### src/hdl/twm_consts.svh
/*
 * register offsets, field positions, reset values and event bits of the
 * transmit buffer control block.
 * assumes byte addressing on a 32-bit register bus.
 */
`ifndef TWM_CONSTS_SVH
`define TWM_CONSTS_SVH

// ----------------------------------------
// register offsets
// ----------------------------------------
`define TWM_OFS_TX_PTR 12'h544
`define TWM_OFS_TX_LIMIT 12'h548
`define TWM_OFS_TX_COUNT 12'h54c
`define TWM_OFS_TX_LIST 12'h550
`define TWM_OFS_ADDR 12'h588
`define TWM_OFS_INT_STAT 12'h600
`define TWM_OFS_INT_MASK 12'h604
`define TWM_ADDR_BITS 12

// ----------------------------------------
// field layout
// ----------------------------------------
`define TWM_CNT_W 10
`define TWM_CNT_MAX 10'h3ff
`define TWM_SLV_W 7
`define TWM_EV_W 3
`define TWM_EV_DONE 0
`define TWM_EV_NACK 1
`define TWM_EV_START 2

// ----------------------------------------
// reset values
// ----------------------------------------
`define TWM_RST_WORD 32'h0000_0000
`define TWM_RST_CNT 10'h000
`define TWM_RST_SLV 7'h00
`define TWM_RST_EV 3'h0

`endif

### src/hdl/twm_pkg.sv
/*
 * types shared by the transmit buffer control block.
 * assumes twm_consts.svh is on the include path.
 */
`include "twm_consts.svh"

package twm_pkg;

   // ----------------------------------------
   // list handling
   // ----------------------------------------
   typedef enum logic {
      twm_list_off_e,
      twm_array_list_mode_e
   } twm_list_t;

   // ----------------------------------------
   // fetch engine states
   // ----------------------------------------
   typedef enum logic [1:0] {
      twm_idle_s,
      twm_fetch_s,
      twm_offer_s
   } twm_fetch_state_t;

   // ----------------------------------------
   // memory read request and answer
   // ----------------------------------------
   typedef struct packed {
      logic req;
      logic [31:0] addr;
   } twm_mem_req_t;

   typedef struct packed {
      logic ack;
      logic [7:0] data;
   } twm_mem_rsp_t;

   // ----------------------------------------
   // byte outcome reported by the bus engine
   // ----------------------------------------
   typedef struct packed {
      logic done;
      logic nack;
   } twm_byte_res_t;

endpackage

### src/hdl/twm_fetch.sv
/*
 * byte fetcher: reads up to a limit of bytes from memory, one at a time,
 * and offers each to the bus engine with valid and ready.
 * assumes memory answers each request with one ack pulse.
 */
`timescale 1ns/1ps
`default_nettype none
`include "twm_consts.svh"

module twm_fetch
(
   // clock and reset
   input wire logic pclk,
   input wire logic presetn,
   // control
   input wire logic start,
   input wire logic halt,
   input wire logic [`TWM_CNT_W-1:0] limit,
   input wire logic [31:0] base,
   // memory
   output twm_pkg::twm_mem_req_t mem_req,
   input wire twm_pkg::twm_mem_rsp_t mem_rsp,
   // byte stream
   output logic tx_valid,
   output logic [7:0] tx_data,
   input wire logic tx_ready,
   output logic busy
);
   import twm_pkg::*;

   twm_fetch_state_t state_q, state_d;
   logic [`TWM_CNT_W-1:0] left_q, left_d;
   logic [31:0] addr_q, addr_d;
   logic [7:0] data_q;
   logic stop_q, stop_d;

   wire logic taken = (state_q == twm_offer_s) && tx_ready;
   wire logic got = (state_q == twm_fetch_s) && mem_rsp.ack;

   // ----------------------------------------
   // next state
   // ----------------------------------------
   always_comb
   begin
      state_d = state_q;
      left_d = left_q;
      addr_d = addr_q;
      stop_d = stop_q;
      case (state_q)
         twm_idle_s:
            if (start && (limit != `TWM_RST_CNT))
            begin
               // never more than the limit leaves memory
               state_d = twm_fetch_s;
               left_d = limit;
               addr_d = base;
               stop_d = 1'b0;
            end
         twm_fetch_s:
            // an open memory read is answered before going idle
            if (got)
            begin
               stop_d = 1'b0;
               state_d = (halt || stop_q) ? twm_idle_s : twm_offer_s;
            end
            else if (halt)
               stop_d = 1'b1;
         twm_offer_s:
            if (halt)
               state_d = twm_idle_s;
            else if (taken)
            begin
               left_d = left_q - 10'h001;
               addr_d = addr_q + 32'h0000_0001;
               state_d = (left_q == 10'h001) ? twm_idle_s
                                             : twm_fetch_s;
            end
         default:
            state_d = twm_idle_s;
      endcase
   end

   // ----------------------------------------
   // registers
   // ----------------------------------------
   always_ff @(posedge pclk or negedge presetn)
   begin
      if (!presetn)
      begin
         state_q <= twm_idle_s;
         left_q <= `TWM_RST_CNT;
         addr_q <= `TWM_RST_WORD;
         data_q <= 8'h00;
         stop_q <= 1'b0;
      end
      else
      begin
         state_q <= state_d;
         left_q <= left_d;
         addr_q <= addr_d;
         stop_q <= stop_d;
         if (got)
            data_q <= mem_rsp.data;
      end
   end

   assign mem_req.req = (state_q == twm_fetch_s);
   assign mem_req.addr = addr_q;
   assign tx_valid = (state_q == twm_offer_s);
   assign tx_data = data_q;
   assign busy = (state_q != twm_idle_s);

endmodule // twm_fetch

`default_nettype wire

### src/hdl/twm_irq.sv
/*
 * sticky event flags with write-one-to-clear and a mask onto one level
 * interrupt.
 * assumes set pulses and clear writes come from the same clock.
 */
`timescale 1ns/1ps
`default_nettype none
`include "twm_consts.svh"

module twm_irq
(
   // clock and reset
   input wire logic pclk,
   input wire logic presetn,
   // events and software
   input wire logic [`TWM_EV_W-1:0] ev_set,
   input wire logic [`TWM_EV_W-1:0] ev_clr,
   input wire logic [`TWM_EV_W-1:0] mask,
   // result
   output logic [`TWM_EV_W-1:0] status,
   output logic irq
);
   import twm_pkg::*;

   logic [`TWM_EV_W-1:0] stat_q;

   // ----------------------------------------
   // per-bit flags
   // ----------------------------------------
   genvar i;
   generate
      for (i = 0; i < `TWM_EV_W; i = i + 1)
      begin : g_flag
         // a set in the clearing cycle wins, so no event is lost
         always_ff @(posedge pclk or negedge presetn)
         begin
            if (!presetn)
               stat_q[i] <= 1'b0;
            else if (ev_set[i])
               stat_q[i] <= 1'b1;
            else if (ev_clr[i])
               stat_q[i] <= 1'b0;
         end
      end
   endgenerate

   assign status = stat_q;
   assign irq = |(stat_q & mask);

endmodule // twm_irq

`default_nettype wire

### src/hdl/twm_txdma_regs.sv
/*
 * transmit buffer control and target address registers of a two-wire
 * master, with an apb slave, a byte fetcher and interrupt flags.
 * assumes the bus engine runs on pclk and reports start, per-byte
 * outcome and end of each transaction as one-cycle pulses.
 */
// Added by the designer: the APB slave port.
`timescale 1ns/1ps
`default_nettype none
`include "twm_consts.svh"

module twm_txdma_regs
(
   // clock and reset
   input wire logic pclk,
   input wire logic presetn,
   // apb slave
   input wire logic psel,
   input wire logic penable,
   input wire logic pwrite,
   input wire logic [31:0] paddr,
   input wire logic [31:0] pwdata,
   input wire logic [3:0] pstrb,
   output logic [31:0] prdata,
   output logic pready,
   output logic pslverr,
   // bus engine
   input wire logic txn_start,
   input wire logic txn_end,
   input wire twm_pkg::twm_byte_res_t byte_res,
   output logic [`TWM_SLV_W-1:0] slave_addr,
   output logic tx_valid,
   output logic [7:0] tx_data,
   input wire logic tx_ready,
   output logic fetch_busy,
   // memory read port
   output twm_pkg::twm_mem_req_t mem_req,
   input wire twm_pkg::twm_mem_rsp_t mem_rsp,
   // interrupt
   output logic irq
);
   import twm_pkg::*;

   // ----------------------------------------
   // address decode
   // ----------------------------------------
   function automatic logic hit(input logic [31:0] a,
                                input logic [`TWM_ADDR_BITS-1:0] ofs);
      hit = (a[31:`TWM_ADDR_BITS] == 20'h00000)
         && (a[`TWM_ADDR_BITS-1:0] == ofs);
   endfunction

   wire logic setup_ph = psel && !penable;
   wire logic access_ph = psel && penable;
   wire logic wr_en = access_ph && pwrite && pstrb[0];
   wire logic hit_ptr = hit(paddr, `TWM_OFS_TX_PTR);
   wire logic hit_lim = hit(paddr, `TWM_OFS_TX_LIMIT);
   wire logic hit_cnt = hit(paddr, `TWM_OFS_TX_COUNT);
   wire logic hit_list = hit(paddr, `TWM_OFS_TX_LIST);
   wire logic hit_addr = hit(paddr, `TWM_OFS_ADDR);
   wire logic hit_stat = hit(paddr, `TWM_OFS_INT_STAT);
   wire logic hit_mask = hit(paddr, `TWM_OFS_INT_MASK);
   wire logic mapped = hit_ptr || hit_lim || hit_cnt || hit_list
      || hit_addr || hit_stat || hit_mask;
   // the count register is read only; a write to it is refused
   wire logic bad = !mapped || (pwrite && hit_cnt);

   // byte lanes of a word write, for the wide pointer register
   function automatic logic [31:0] merge(input logic [31:0] old,
                                         input logic [31:0] nw,
                                         input logic [3:0] be);
      merge = {be[3] ? nw[31:24] : old[31:24],
               be[2] ? nw[23:16] : old[23:16],
               be[1] ? nw[15:8] : old[15:8],
               be[0] ? nw[7:0] : old[7:0]};
   endfunction

   // ----------------------------------------
   // software registers
   // ----------------------------------------
   logic [31:0] ptr_q;
   logic [`TWM_CNT_W-1:0] limit_q;
   twm_list_t list_q;
   logic [`TWM_SLV_W-1:0] slv_q;
   logic [`TWM_EV_W-1:0] mask_q;
   logic [`TWM_CNT_W-1:0] count_q;
   logic [31:0] prdata_q;

   // low-lane fields need only pstrb[0]
   wire logic wr_ptr = access_ph && pwrite && hit_ptr;
   wire logic wr_lim = wr_en && hit_lim;
   wire logic wr_list = wr_en && hit_list;
   wire logic wr_slv = wr_en && hit_addr;
   wire logic wr_stat = wr_en && hit_stat;
   wire logic wr_mask = wr_en && hit_mask;

   // limit upper bits sit in lane 1
   wire logic [`TWM_CNT_W-1:0] lim_wdata = {
      pstrb[1] ? pwdata[9:8] : limit_q[9:8], pwdata[7:0]};

   always_ff @(posedge pclk or negedge presetn)
   begin
      if (!presetn)
      begin
         limit_q <= `TWM_RST_CNT;
         list_q <= twm_list_off_e;
         slv_q <= `TWM_RST_SLV;
         mask_q <= `TWM_RST_EV;
      end
      else
      begin
         if (wr_lim)
            limit_q <= lim_wdata;
         if (wr_list)
            list_q <= twm_list_t'(pwdata[0]);
         if (wr_slv)
            slv_q <= pwdata[`TWM_SLV_W-1:0];
         if (wr_mask)
            mask_q <= pwdata[`TWM_EV_W-1:0];
      end
   end

   // ----------------------------------------
   // transaction tracking
   // ----------------------------------------
   logic active_q;
   logic [`TWM_CNT_W-1:0] moved_q;
   logic [`TWM_CNT_W-1:0] run_lim_q;
   logic [31:0] run_ptr_q;
   twm_list_t run_list_q;

   // every finished byte counts, acked or not
   wire logic byte_seen = active_q && byte_res.done;
   wire logic [`TWM_CNT_W-1:0] moved_inc =
      (moved_q == `TWM_CNT_MAX) ? moved_q : moved_q + 10'h001;
   wire logic [`TWM_CNT_W-1:0] moved_now =
      byte_seen ? moved_inc : moved_q;
   wire logic ended = active_q && txn_end;
   // next buffer of the array follows straight after this one
   wire logic [31:0] next_ptr =
      run_ptr_q + {22'h000000, run_lim_q};

   always_ff @(posedge pclk or negedge presetn)
   begin
      if (!presetn)
      begin
         active_q <= 1'b0;
         moved_q <= `TWM_RST_CNT;
         count_q <= `TWM_RST_CNT;
         run_lim_q <= `TWM_RST_CNT;
         run_ptr_q <= `TWM_RST_WORD;
         run_list_q <= twm_list_off_e;
      end
      else
      begin
         if (txn_start)
         begin
            // limit, pointer and list mode are latched so writes to them mid-transaction are safe
            active_q <= 1'b1;
            moved_q <= `TWM_RST_CNT;
            run_lim_q <= limit_q;
            run_ptr_q <= ptr_q;
            run_list_q <= list_q;
         end
         else if (ended)
         begin
            active_q <= 1'b0;
            moved_q <= `TWM_RST_CNT;
            count_q <= moved_now;
         end
         else
            moved_q <= moved_now;
      end
   end

   // ----------------------------------------
   // buffer pointer with list advance
   // ----------------------------------------
   always_ff @(posedge pclk or negedge presetn)
   begin
      if (!presetn)
         ptr_q <= `TWM_RST_WORD;
      else if (wr_ptr)
         ptr_q <= merge(ptr_q, pwdata, pstrb);
      else if (ended && (run_list_q == twm_array_list_mode_e))
         ptr_q <= next_ptr;
   end

   // ----------------------------------------
   // byte fetcher
   // ----------------------------------------
   // a refused byte ends the fetch; the engine then closes the frame
   wire logic halt = ended || (byte_seen && byte_res.nack);

   twm_fetch u_fetch
   (
      .pclk(pclk),
      .presetn(presetn),
      .start(txn_start),
      .halt(halt),
      .limit(limit_q),
      .base(ptr_q),
      .mem_req(mem_req),
      .mem_rsp(mem_rsp),
      .tx_valid(tx_valid),
      .tx_data(tx_data),
      .tx_ready(tx_ready),
      .busy(fetch_busy)
   );

   // ----------------------------------------
   // interrupt flags
   // ----------------------------------------
   logic [`TWM_EV_W-1:0] ev_set;
   logic [`TWM_EV_W-1:0] status;

   always_comb
   begin
      ev_set = `TWM_RST_EV;
      ev_set[`TWM_EV_DONE] = ended;
      ev_set[`TWM_EV_NACK] = byte_seen && byte_res.nack;
      ev_set[`TWM_EV_START] = txn_start;
   end

   twm_irq u_irq
   (
      .pclk(pclk),
      .presetn(presetn),
      .ev_set(ev_set),
      .ev_clr(wr_stat ? pwdata[`TWM_EV_W-1:0] : `TWM_RST_EV),
      .mask(mask_q),
      .status(status),
      .irq(irq)
   );

   // ----------------------------------------
   // read data, captured in setup for a zero-wait answer
   // ----------------------------------------
   logic [31:0] rd_mux;

   always_comb
   begin
      rd_mux = `TWM_RST_WORD;
      if (hit_ptr)
         rd_mux = ptr_q;
      else if (hit_lim)
         rd_mux = {22'h000000, limit_q};
      else if (hit_cnt)
         rd_mux = {22'h000000, count_q};
      else if (hit_list)
         rd_mux = {31'h00000000, list_q};
      else if (hit_addr)
         rd_mux = {25'h0000000, slv_q};
      else if (hit_stat)
         rd_mux = {29'h00000000, status};
      else if (hit_mask)
         rd_mux = {29'h00000000, mask_q};
   end

   always_ff @(posedge pclk or negedge presetn)
   begin
      if (!presetn)
         prdata_q <= `TWM_RST_WORD;
      else if (setup_ph && !pwrite)
         prdata_q <= rd_mux;
   end

   // ----------------------------------------
   // apb response and engine outputs
   // ----------------------------------------
   assign prdata = prdata_q;
   assign pready = 1'b1;
   assign pslverr = access_ph && bad;
   assign slave_addr = slv_q;

endmodule // twm_txdma_regs

`default_nettype wire
### config.mk
export PLATFORM = sky130hd
export DESIGN_NAME = twm_txdma_regs
export DESIGN_NICKNAME = d
export VERILOG_FILES = /design/src/hdl/twm_pkg.sv /design/src/hdl/twm_fetch.sv /design/src/hdl/twm_irq.sv /design/src/hdl/twm_txdma_regs.sv
export VERILOG_INCLUDE_DIRS = /design/src /design/src/hdl
export SDC_FILE = /design/constraint.sdc
export NUM_CORES = 1
export LEC_CHECK = 0
export BUFFER_PORTS_ARGS = -buffer_cell sky130_fd_sc_hd__buf_2
export CAP_MARGIN = 15
export CORE_MARGIN = 3
export CORE_UTILIZATION = 45
export CTS_CLUSTER_SIZE = 40
export DETAILED_ROUTE_END_ITERATION = 10
export MAX_ROUTING_LAYER = met4
export PLACE_DENSITY = 0.66
export SLEW_MARGIN = 20
export SYNTH_ARGS = -nofsm -noshare
export SYNTH_HDL_FRONTEND = slang
export SYNTH_HIERARCHICAL = 1
export SYNTH_SLANG_ARGS = --single-unit
export TNS_END_PERCENT = 20
### constraint.sdc
create_clock -name pclk -period 6.1 [get_ports pclk]
set_input_delay 1.22 -clock pclk [delete_from_list [all_inputs] [get_ports pclk]]
set_output_delay 1.22 -clock pclk [all_outputs]
set_load 0.01 [all_outputs]
==> impl_metrics.tcl, run 1 <==
set metrics [dict create \
    core_area_mm2 0.0229 \
    max_freq_ghz 0.226 \
    drcViolationCount 0 \
    crit_type "in2out" \
    seq_area_mm2 0.00513 \
    viasPerCell 5.94 \
    die_area_mm2 0.0255 \
    rsz0062_at_grt "false" \
    ir_drop_uv 229 \
    yosys.area_share.simple_pct 17.8 \
    wl_met1_um 14500 \
    post_cts_buffers 0 \
    grt_usage_pct 24.2 \
    synthesis.area_mm2 0.0106 \
    cts_hold_buf 0 \
    die_y_um 160 \
    synth-seq-cells 205 \
    arrival_ns 3.21 \
    p_int_mw 2.58 \
    cts_resized 0 \
    dp_hpwl_um 22100 \
    cp-end-kind "output port" \
    synth_top_family_by_area "compound AO/OA/AOI/OAI gates" \
    fin_worst_skew_ns 0.0231 \
    yosys_warnings 6 \
    htreeDepth 1 \
    wl_per_cell_um 19.9 \
    drv_slew 0 \
    fin_crit_sh_pct 72.6 \
    synth_fa_ha_area_share_pct 1.84 \
    highest-signal-layer "met4" \
    preCtsSetupSlack_ns 1.69 \
    cp_max_fo 11 \
    status "complete, no violations" \
    synth_compound_area_share_pct 18.4 \
    cts_tree "done" \
    worstSkewPairLatency_ns 0.51 \
    numCtsBuffers 23 \
    final-setup-viol-count 0 \
    max-slew-margin-rel_pct 34.9 \
    design_area_mm2 0.0124 \
    min_period_ns 4.43 \
    num_vias 9234 \
    grt_max_degree 86 \
    synth-async-reset-ratio_pct 100 \
    power.density_mw_per_mm2 299 \
    synth_xor_area_share_pct 2.23 \
    pwr-share-seq_pct 46.9 \
    synth_cells 1076 \
    drive_gt1_share_pct 25.2 \
    die_x_um 160 \
    switchingPower_mw 1.13 \
    synthTopCellsByArea "dfrtp_1 (48%), mux2_2 (7.4%), a21oi_1 (4.0%)" \
    switching_share_pct 30.4 \
    first_iter_violations 948 \
    start_kind "input pin" \
    cts_root_buf "clkbuf_16" \
    gp_congestion 0.914 \
    ios 172 \
    clk_path_buf_depth 3 \
    finalHoldViolCount 0 \
    totalWireLength_um 30900 \
    synthDistinctLibCells 79 \
    worstMarginPinSlew_ns 0.973 \
    multiInputGateArea_mm2 0.00513 \
    antenna_found_initial 2 \
    yosysMostFrequentCell "dfrtp_1" \
    cp.required_ns 4.88 \
    nNetsFinal 1325 \
    placed_area_mm2 0.0117 \
    grt_pass1_vias 8662 \
    clk_pin_slew_ns 0.06 \
    clockPowerShare_pct 34.6 \
    yosysSeqAreaShare_pct 48.3 \
    io_buffers 170 \
    yosysTopAreaCell "dfrtp_1" \
    ant_nets 0 \
    comb_power_share_pct 18.5 \
    fin_tns_setup_ns 0 \
    synth_common_cells "dfrtp_1 (205), nand2_1 (100), a21oi_1 (85)" \
    synthMuxAreaShare_pct 7.80 \
    grt_first_pass_wirelength_um 48600 \
    p_leak_nw 5.70 \
    start_util_pct 46.3 \
    finalPower_mw 3.71 \
    wl_met3_um 1820 \
    grt_overflow_total 0 \
    worst_hold_path_type "reg2reg" \
    clock_sinks 205 \
    syn-num-nets 1178 \
    synth_top_area_share_pct 48.3 \
    area_growth_pct 16.9 \
    synth_edf_count 0 \
    num_rows 55 \
    maxCapViolCount 0 \
    dr.pass1.iters 7 \
    synthFlopType "dfrtp_1" \
    route.met2.wl_um 13900 \
    setup_ws_ns 1.67 \
    avgSynthCellArea_um2 9.87 \
    nFillCells 2123 \
]
## layout by cell type (no fill, tap or decap), types with 5 or more instances in the layout
| cell | netlist | layout |
|---|---|---|
| a22o_1 | 22 | 22 |
| a2bb2oi_1 | 17 | 17 |
| a31oi_1 | 7 | 7 |
| o22a_1 | 5 | 5 |
| nor3_1 | 20 | 20 |
| and3_1 | 22 | 22 |
| nor3b_1 | 6 | 5 |
| a21oi_1 | 85 | 85 |
| buf_2 | 18 | 169 |
| nand2b_1 | 6 | 6 |
| clkbuf_1 | 33 | 6 |
| inv_1 | 28 | 28 |
| nor2b_1 | 5 | 5 |
| buf_4 | 3 | 12 |
| or3_1 | 7 | 7 |
| o22ai_1 | 14 | 14 |
| nand4_1 | 24 | 24 |
| ha_1 | 14 | 14 |
| mux2_2 | 70 | 70 |
| nand3_1 | 32 | 32 |
| o211ai_1 | 6 | 6 |
| clkbuf_16 | 0 | 23 |
| clkinv_2 | 0 | 7 |
| o21ai_0 | 80 | 80 |
| a22oi_1 | 15 | 15 |
| nand2_1 | 100 | 100 |
| and2_1 | 7 | 7 |
| nor4_1 | 20 | 20 |
| xor2_1 | 7 | 7 |
| a222oi_1 | 8 | 8 |
| clkbuf_8 | 0 | 5 |
| dfrtp_1 | 205 | 205 |
| nor2_1 | 76 | 76 |
| xnor2_1 | 20 | 20 |
## area by class of cell
type / count / share of cell area, %
Clock inverter: 8 / 0.353
Timing Repair Buffer: 182 / 7.65
Tap cell: 313 / 3.15
Antenna cell: 2 / 0.0403
Clock buffer: 33 / 5.26
Sequential cell: 205 / 41.3
Inverter: 29 / 0.877
Multi-Input combinational cell: 782 / 41.3
## final timing paths
| check | slack [ns] | from | cells past startpoint | end |
|---|---|---|---|---|
| worst max register to register | 3.44 | run_lim_q[0]$_DFFE_PN0P_ | 10 | ptr_q[20]$_DFFE_PN0P_ |
| worst min-delay path | 0.49 | prdata[6]$_DFFE_PN0P_ | 2 | prdata[6]$_DFFE_PN0P_ |
| worst min register to register | 0.49 | prdata[6]$_DFFE_PN0P_ | 2 | prdata[6]$_DFFE_PN0P_ |
| min in group asynchronous | 0.74 | presetn | 1 | u_fetch/addr_q[20]$_DFFE_PN0P_ |
| max in group asynchronous | 4.10 | presetn | 2 | moved_q[8]$_DFF_PN0_ |
| worst max-delay path | 1.67 | paddr[13] | 9 | pslverr |
## per-layer routing
layer	vias to the layer above	GRT usage, %
li1	4285	-
met1	4579	36.0
met2	323	35.4
met3	47	2.76
met4	0	6.17
met5	-	-
## metrics by stage
stage,hold WS (ns),std cells,utilization (%)
5_1_grt,0.509,1554,54.2
3_3_place_gp,0.469,1511,51.1
6_report,0.486,1554,54.2
4_1_cts,0.490,1552,54.1
2_1_floorplan,0.441,1076,-
3_5_place_dp,0.477,1511,51.1
## flip-flops by register name (all words and copies together) (netlist names)
name             cells
u_fetch/left_q      10
active_q             1
run_lim_q           10
count_q             10
u_fetch/state_q      2
prdata              32
list_q               1
slave_addr           7
ptr_q               32
run_ptr_q           32
u_irq/status         3
u_fetch/stop_q       1
u_fetch/addr_q      32
limit_q             10
u_fetch/tx_data      8
moved_q             10
mask_q               3
run_list_q           1
## power groups by stage
stage	combinational, mW	clock [mW]	sequential [mW]
after floorplan	0.353	0	1.78
after global placement	0.677	0	1.76
after detailed placement	0.691	0	1.76
after CTS	0.691	1.31	1.74
after global routing	0.758	1.37	1.78
final	0.687	1.28	1.74
## worst max-delay path, stage by stage
cell and delay [ns]:
buf_2 0.11, nor4b_1 0.34, nand4_1 0.21, nor2_1 0.25, and4b_1 0.49, or4_1 0.18, nor4_1 0.04, a31o_2 0.23
buf_2 0.13
## kinds of logic (layout without fill, tap and decap cells)
kind of cell             count (synthesis)  count (layout)
flip-flops                             205             205
multiplexers                            74              74
AO/OA/AOI/OAI                          302             302
other                                    1               3
XOR/XNOR                                27              27
adder cells (fa/ha/maj)                 15              15
AND/OR/NAND/NOR                        363             363
buffers and inverters                   89             252
No activity file was read; power rests on OpenSTA's default activity.
==> run 2: changes to the inputs <==
- clock period: 6.1 -> 4.2 ns (I/O delays scaled with it)
==> run 2 against run 1 <==
  * Clock power is 39% higher
  * Critical path type unchanged
  * Design area is 0.12% lower
  * Sequential share of layout area is 0.050 points higher
  * Utilization is 0.066 points lower
  * First-iteration DRC count is 1.2% lower
==> impl_metrics.tcl, run 2 (same netlist as run 1, synthesis figures left out) <==
set metrics [dict create \
    worst_hold_path_type "in2async" \
    pwr-share-seq_pct 47.6 \
    ant_nets 0 \
    switchingPower_mw 1.61 \
    first_iter_violations 937 \
    gp_congestion 0.878 \
    area_growth_pct 16.8 \
    post_cts_buffers 0 \
    dr.pass1.iters 8 \
    reg2reg_to "ptr_q[25]$_DFFE_PN0P_" \
    power.density_mw_per_mm2 429 \
    clockPowerShare_pct 33.5 \
    totalWireLength_um 30500 \
    viasPerCell 5.94 \
    antenna_found_initial 1 \
    arrival_ns 2.68 \
    drcViolationCount 0 \
    fin_cells 1549 \
    clock_sinks 205 \
    cp-end-kind "output port" \
    clk_path_buf_depth 3 \
    max_freq_ghz 0.284 \
    reg2reg_depth 8 \
    max-slew-margin-rel_pct 31.3 \
    crit_path_frequent_cell "buf_2" \
    fin_crit_sh_pct 83.9 \
    nFillCells 2068 \
    max_stage_delay_ns 0.35 \
    io_buffers 170 \
    die_area_mm2 0.0255 \
    wl_per_cell_um 19.7 \
    finalPower_mw 5.32 \
    reg2reg_from "run_lim_q[4]$_DFFE_PN0P_" \
    min_period_ns 3.52 \
    cp_max_fo 11 \
    nNetsFinal 1331 \
    grt_pass1_vias 8848 \
    num_vias 9203 \
    num_rows 55 \
    preCtsSetupSlack_ns 0.672 \
    ir_drop_uv 341 \
    grt_max_degree 99 \
    die_x_um 160 \
    start_kind "input pin" \
    finish.utilization_pct 54.1 \
    rsz0062_at_grt "false" \
    cts_tree "done" \
    cts_resized 0 \
    cp.required_ns 3.36 \
    dpl.cell_count 1517 \
    switching_share_pct 30.3 \
    grt_first_pass_wirelength_um 49300 \
    numCtsBuffers 23 \
    setup_ws_ns 0.676 \
    status "complete, no violations" \
    fin_tns_setup_ns 0 \
    cts_hold_buf 0 \
    p_leak_nw 5.70 \
    core_area_mm2 0.0229 \
    layout_commonest_cell "dfrtp_1" \
    worstMarginPinSlew_ns 1.03 \
    drv_slew 0 \
    fin_worst_skew_ns 0.0120 \
    worstPathCellList "buf_2, nor4b_1, nand4_1, nor2_1, and4b_1, buf_4, or4_1, nor4_1, a31o_2, buf_2" \
    p_int_mw 3.71 \
    drive_gt1_share_pct 25.2 \
    crit_type "in2out" \
    start_util_pct 46.3 \
    comb_power_share_pct 18.9 \
    htreeDepth 1 \
    final_cell_mix "dfrtp_1 (205), buf_2 (169), nand2_1 (100)" \
    finalHoldViolCount 0 \
    dp_hpwl_um 22000 \
    final-setup-viol-count 0 \
    worstSkewPairLatency_ns 0.50 \
    die_y_um 160 \
    rrSetupSlack_ns 1.56 \
    cts_root_buf "clkbuf_16" \
    ios 172 \
    clk_pin_slew_ns 0.06 \
    grt_usage_pct 24.3 \
    critical_path.slowest_cell "nor4b_1" \
    grt_overflow_total 0 \
    maxCapViolCount 0 \
]
## run 2: cell types whose count changed in the layout (fill, tap and decap cells not counted), sizes merged
cell,before,now
buf,181,187
clkbuf,34,30
clkinv,7,2
diode,2,1
inv,30,29
## run 2: how the worst max path moves through the flow
stage | start | endpoint | slack, ns | cells after the start
CTS | paddr[13] | pslverr | 0.69 | 10
detailed placement | paddr[13] | pslverr | 0.67 | 10
finish | paddr[13] | pslverr | 0.68 | 10
global route | paddr[13] | pslverr | 0.49 | 9
global placement | paddr[13] | pslverr | 0.74 | 10
floorplan | paddr[1] | pslverr | 0.95 | 6
## run 2: area by class of cell
cell class | instances | area [µm²] | share of cell area [%]
antenna | 1 | 2.50 | 0.0202
clock buffer | 29 | 628 | 5.07
clock inverter | 2 | 10.0 | 0.0807
inverter | 29 | 109 | 0.878
multi-input combinational | 782 | 5120 | 41.3
sequential | 205 | 5130 | 41.4
tap | 313 | 392 | 3.16
timing repair buffer | 188 | 1010 | 8.12
## run 2: layer usage
layer / track usage, % / vias to the layer above / wire (µm)
met5: - / - / 0
met4: 5.45 / 0 / 604
met3: 3.41 / 48 / 2330
met2: 36.4 / 367 / 13800
met1: 35.4 / 4503 / 13800
li1: - / 4285 / -
## run 2: metrics by stage
stage          cell area [µm²]  hold slack [ns]
2_1_floorplan            10600            0.441
3_3_place_gp             11800            0.462
3_5_place_dp             11800            0.466
4_1_cts                  12400            0.456
5_1_grt                  12400            0.487
6_report                 12400            0.416
## run 2: power groups by stage
| stage | clock network (mW) | logic, mW | registers [mW] |
|---|---|---|---|
| global route | 1.89 | 1.12 | 2.59 |
| finish | 1.78 | 1.00 | 2.53 |
| CTS | 1.82 | 1.01 | 2.53 |
| floorplan | 0 | 0.513 | 2.59 |
| detailed placement | 0 | 1.01 | 2.56 |
| global placement | 0 | 0.986 | 2.55 |
## run 2: worst max-delay path: cells and delay by family
kind | cells | cell delay, ns
simple gates | 6 | 1.18
compound gates | 1 | 0.24
buf+inv | 3 | 0.42
==> run 3: changes to the inputs <==
- ABC_AREA: default -> 1
- PLACE_DENSITY: 0.66 -> 0.65
- clock period: 4.2 -> 3.3 ns (I/O delays scaled with it)
==> run 3 against run 2 <==
  * Non-clock buffer count fell by 4
  * Clock skew shrank 0.0033 ns
  * Design area increased by 13%
  * Setup slack got worse by 0.11 ns
  * Worst hold slack lost 0.23 ns
  * Clock-buffer cell count increased by 5
==> impl_metrics.tcl, run 3 <==
set metrics [dict create \
    synth_cells 1727 \
    first_iter_violations 846 \
    drcViolationCount 0 \
    die_area_mm2 0.0290 \
    htreeDepth 1 \
    synth_edf_count 0 \
    clockPowerShare_pct 30.7 \
    rsz0062_at_grt "false" \
    multiInputGateArea_mm2 0.00614 \
    final-setup-viol-count 0 \
    reg2reg_to "ptr_q[14]$_DFFE_PN0P_" \
    antenna_found_initial 0 \
    dp_hpwl_um 27400 \
    die_x_um 170 \
    setup_ws_ns 0.568 \
    dr.pass1.iters 6 \
    start_util_pct 46.3 \
    maxCapViolCount 0 \
    status "complete, no violations" \
    rrSetupSlack_ns 0.93 \
    wl_per_cell_um 16.2 \
    post_cts_buffers 0 \
    grt_pass1_vias 10800 \
    yosysTopAreaCell "dfrtp_1" \
    preCtsSetupSlack_ns 0.573 \
    synthesis.area_mm2 0.0122 \
    fin_crit_sh_pct 82.8 \
    cp_max_fo 6 \
    power.density_mw_per_mm2 593 \
    reg2reg_depth 12 \
    num_vias 11700 \
    layout_commonest_cell "nand2_1" \
    min_period_ns 2.73 \
    worstMarginPinSlew_ns 0.803 \
    yosysSeqAreaShare_pct 42.2 \
    switchingPower_mw 3.04 \
    cts_root_buf "clkbuf_16" \
    synth-async-reset-ratio_pct 100 \
    clk_pin_slew_ns 0.06 \
    synth_top_area_share_pct 42.2 \
    synth-seq-cells 205 \
    cts_tree "done" \
    grt_usage_pct 25.5 \
    synthFlopType "dfrtp_1" \
    synth_common_cells "nand2_1 (639), dfrtp_1 (205), nor2_1 (169)" \
    finish.utilization_pct 53.5 \
    worstSkewPairLatency_ns 0.52 \
    ir_drop_uv 501 \
    reg2reg_from "run_lim_q[0]$_DFFE_PN0P_" \
    numCtsBuffers 24 \
    synthDistinctLibCells 51 \
    ios 172 \
    ant_nets 0 \
    switching_share_pct 36.4 \
    fin_hold_ws_ns 0.185 \
    totalWireLength_um 36300 \
    cts_resized 0 \
    crit_type "in2out" \
    syn-num-nets 1829 \
    grt_max_degree 79 \
    worst_hold_path_type "in2async" \
    num_rows 59 \
    fin_tns_setup_ns 0 \
    synthTopCellsByArea "dfrtp_1 (42%), nand2_1 (20%), nand3_1 (6.6%)" \
    arrival_ns 2.07 \
    start_kind "input pin" \
    grt_first_pass_wirelength_um 57900 \
    pwr-share-seq_pct 41.9 \
    grt_overflow_total 0 \
    final_cell_mix "nand2_1 (639), dfrtp_1 (205), buf_2 (169)" \
    yosys_warnings 6 \
    seq_area_mm2 0.00513 \
    avgSynthCellArea_um2 7.04 \
    max-slew-margin-rel_pct 46.1 \
    p_int_mw 5.31 \
    area_growth_pct 15.6 \
    max_freq_ghz 0.366 \
    core_area_mm2 0.0263 \
    p_leak_nw 6.95 \
    clk_path_buf_depth 3 \
    drive_gt1_share_pct 16.3 \
    comb_power_share_pct 27.4 \
    nNetsFinal 1991 \
    gp_congestion 0.937 \
    clock_sinks 205 \
    cp.required_ns 2.64 \
    fin_worst_skew_ns 0.00867 \
    die_y_um 170 \
    nFillCells 2589 \
    viasPerCell 5.22 \
    yosysMostFrequentCell "nand2_1" \
    finalHoldViolCount 0 \
    io_buffers 170 \
    cp-end-kind "output port" \
    drv_slew 0 \
    cts_hold_buf 0 \
    diodes 0 \
]
==> run 3: cell types whose count changed after synthesis, moves of 21 or more <==
cell / change
nand2_1: +539
nand3_1: +129
inv_1: +124
nor2_1: +93
a21oi_1: -65
mux2_2: -61
o21ai_0: +32
a22o_1: -22
and3_1: -21
==> run 3: worst max path at each step <==
| stage | cells after the start | to | from | slack, ns |
|---|---|---|---|---|
| after detailed placement | 14 | pslverr | paddr[11] | 0.57 |
| after CTS | 14 | pslverr | paddr[11] | 0.57 |
| after global placement | 14 | pslverr | paddr[11] | 0.64 |
| final | 14 | pslverr | paddr[11] | 0.57 |
| after floorplan | 13 | pslverr | paddr[27] | 0.86 |
| after global routing | 14 | pslverr | paddr[11] | 0.36 |
==> run 3: power groups by stage <==
stage	logic, mW	registers [mW]	clock network [mW]
6_report	2.29	3.50	2.56
2_1_floorplan	1.62	3.41	0
4_1_cts	2.31	3.49	2.62
5_1_grt	2.61	3.56	2.73
3_5_place_dp	2.30	3.53	0
3_3_place_gp	2.26	3.53	0
==> run 3: per-stage QoR <==
stage	total power, mW	cell area, µm²	cells
floorplan	5.04	12200	1727
global placement	5.79	13300	2198
detailed placement	5.83	13300	2198
CTS	8.42	14100	2236
global route	8.89	14100	2236
finish	8.35	14100	2236
==> run 3: critical path, cell delays in order <==
cell     delay (ns)
buf_2          0.09
inv_1          0.04
nand2_1        0.06
inv_1          0.08
nand3_2        0.13
inv_1          0.12
nand3_1        0.09
nor3_1         0.34
nand2_1        0.10
nand2_1        0.08
nor2_1         0.04
nand2_1        0.05
nand2_1        0.06
buf_2          0.14
==> run 3: logic make-up (layout without fill, tap and decap cells) <==
group | Yosys count | count (layout) | synth area share, %
AO/OA/AOI/OAI | 194 | 194 | 9.51
XOR/XNOR | 11 | 11 | 0.792
adder cells (fa/ha/maj) | 15 | 15 | 1.60
buffers and inverters | 214 | 388 | 7.40
flip-flops | 205 | 205 | 42.2
multiplexers | 10 | 10 | 0.916
other | 1 | 1 | 0.0308
AND/OR/NAND/NOR | 1077 | 1077 | 37.6
==> run 3: area by class of cell <==
type	instances	area share, %
Tap cell	335	2.98
Inverter	166	4.43
Clock inverter	4	0.400
Timing Repair Buffer	184	7.13
Sequential cell	205	36.5
Multi-Input combinational cell	1308	43.6
Clock buffer	34	4.96
==> run 3: layer usage <==
layer | up-vias | share of wire [%] | routed length (µm) | GRT usage, %
met3 | 60 | 5.7 | 2060 | 3.02
met5 | - | 0 | 0 | -
met4 | 0 | 2.6 | 958 | 5.89
met1 | 5430 | 46 | 16600 | 35.4
li1 | 5837 | - | - | -
met2 | 351 | 46 | 16700 | 40.1
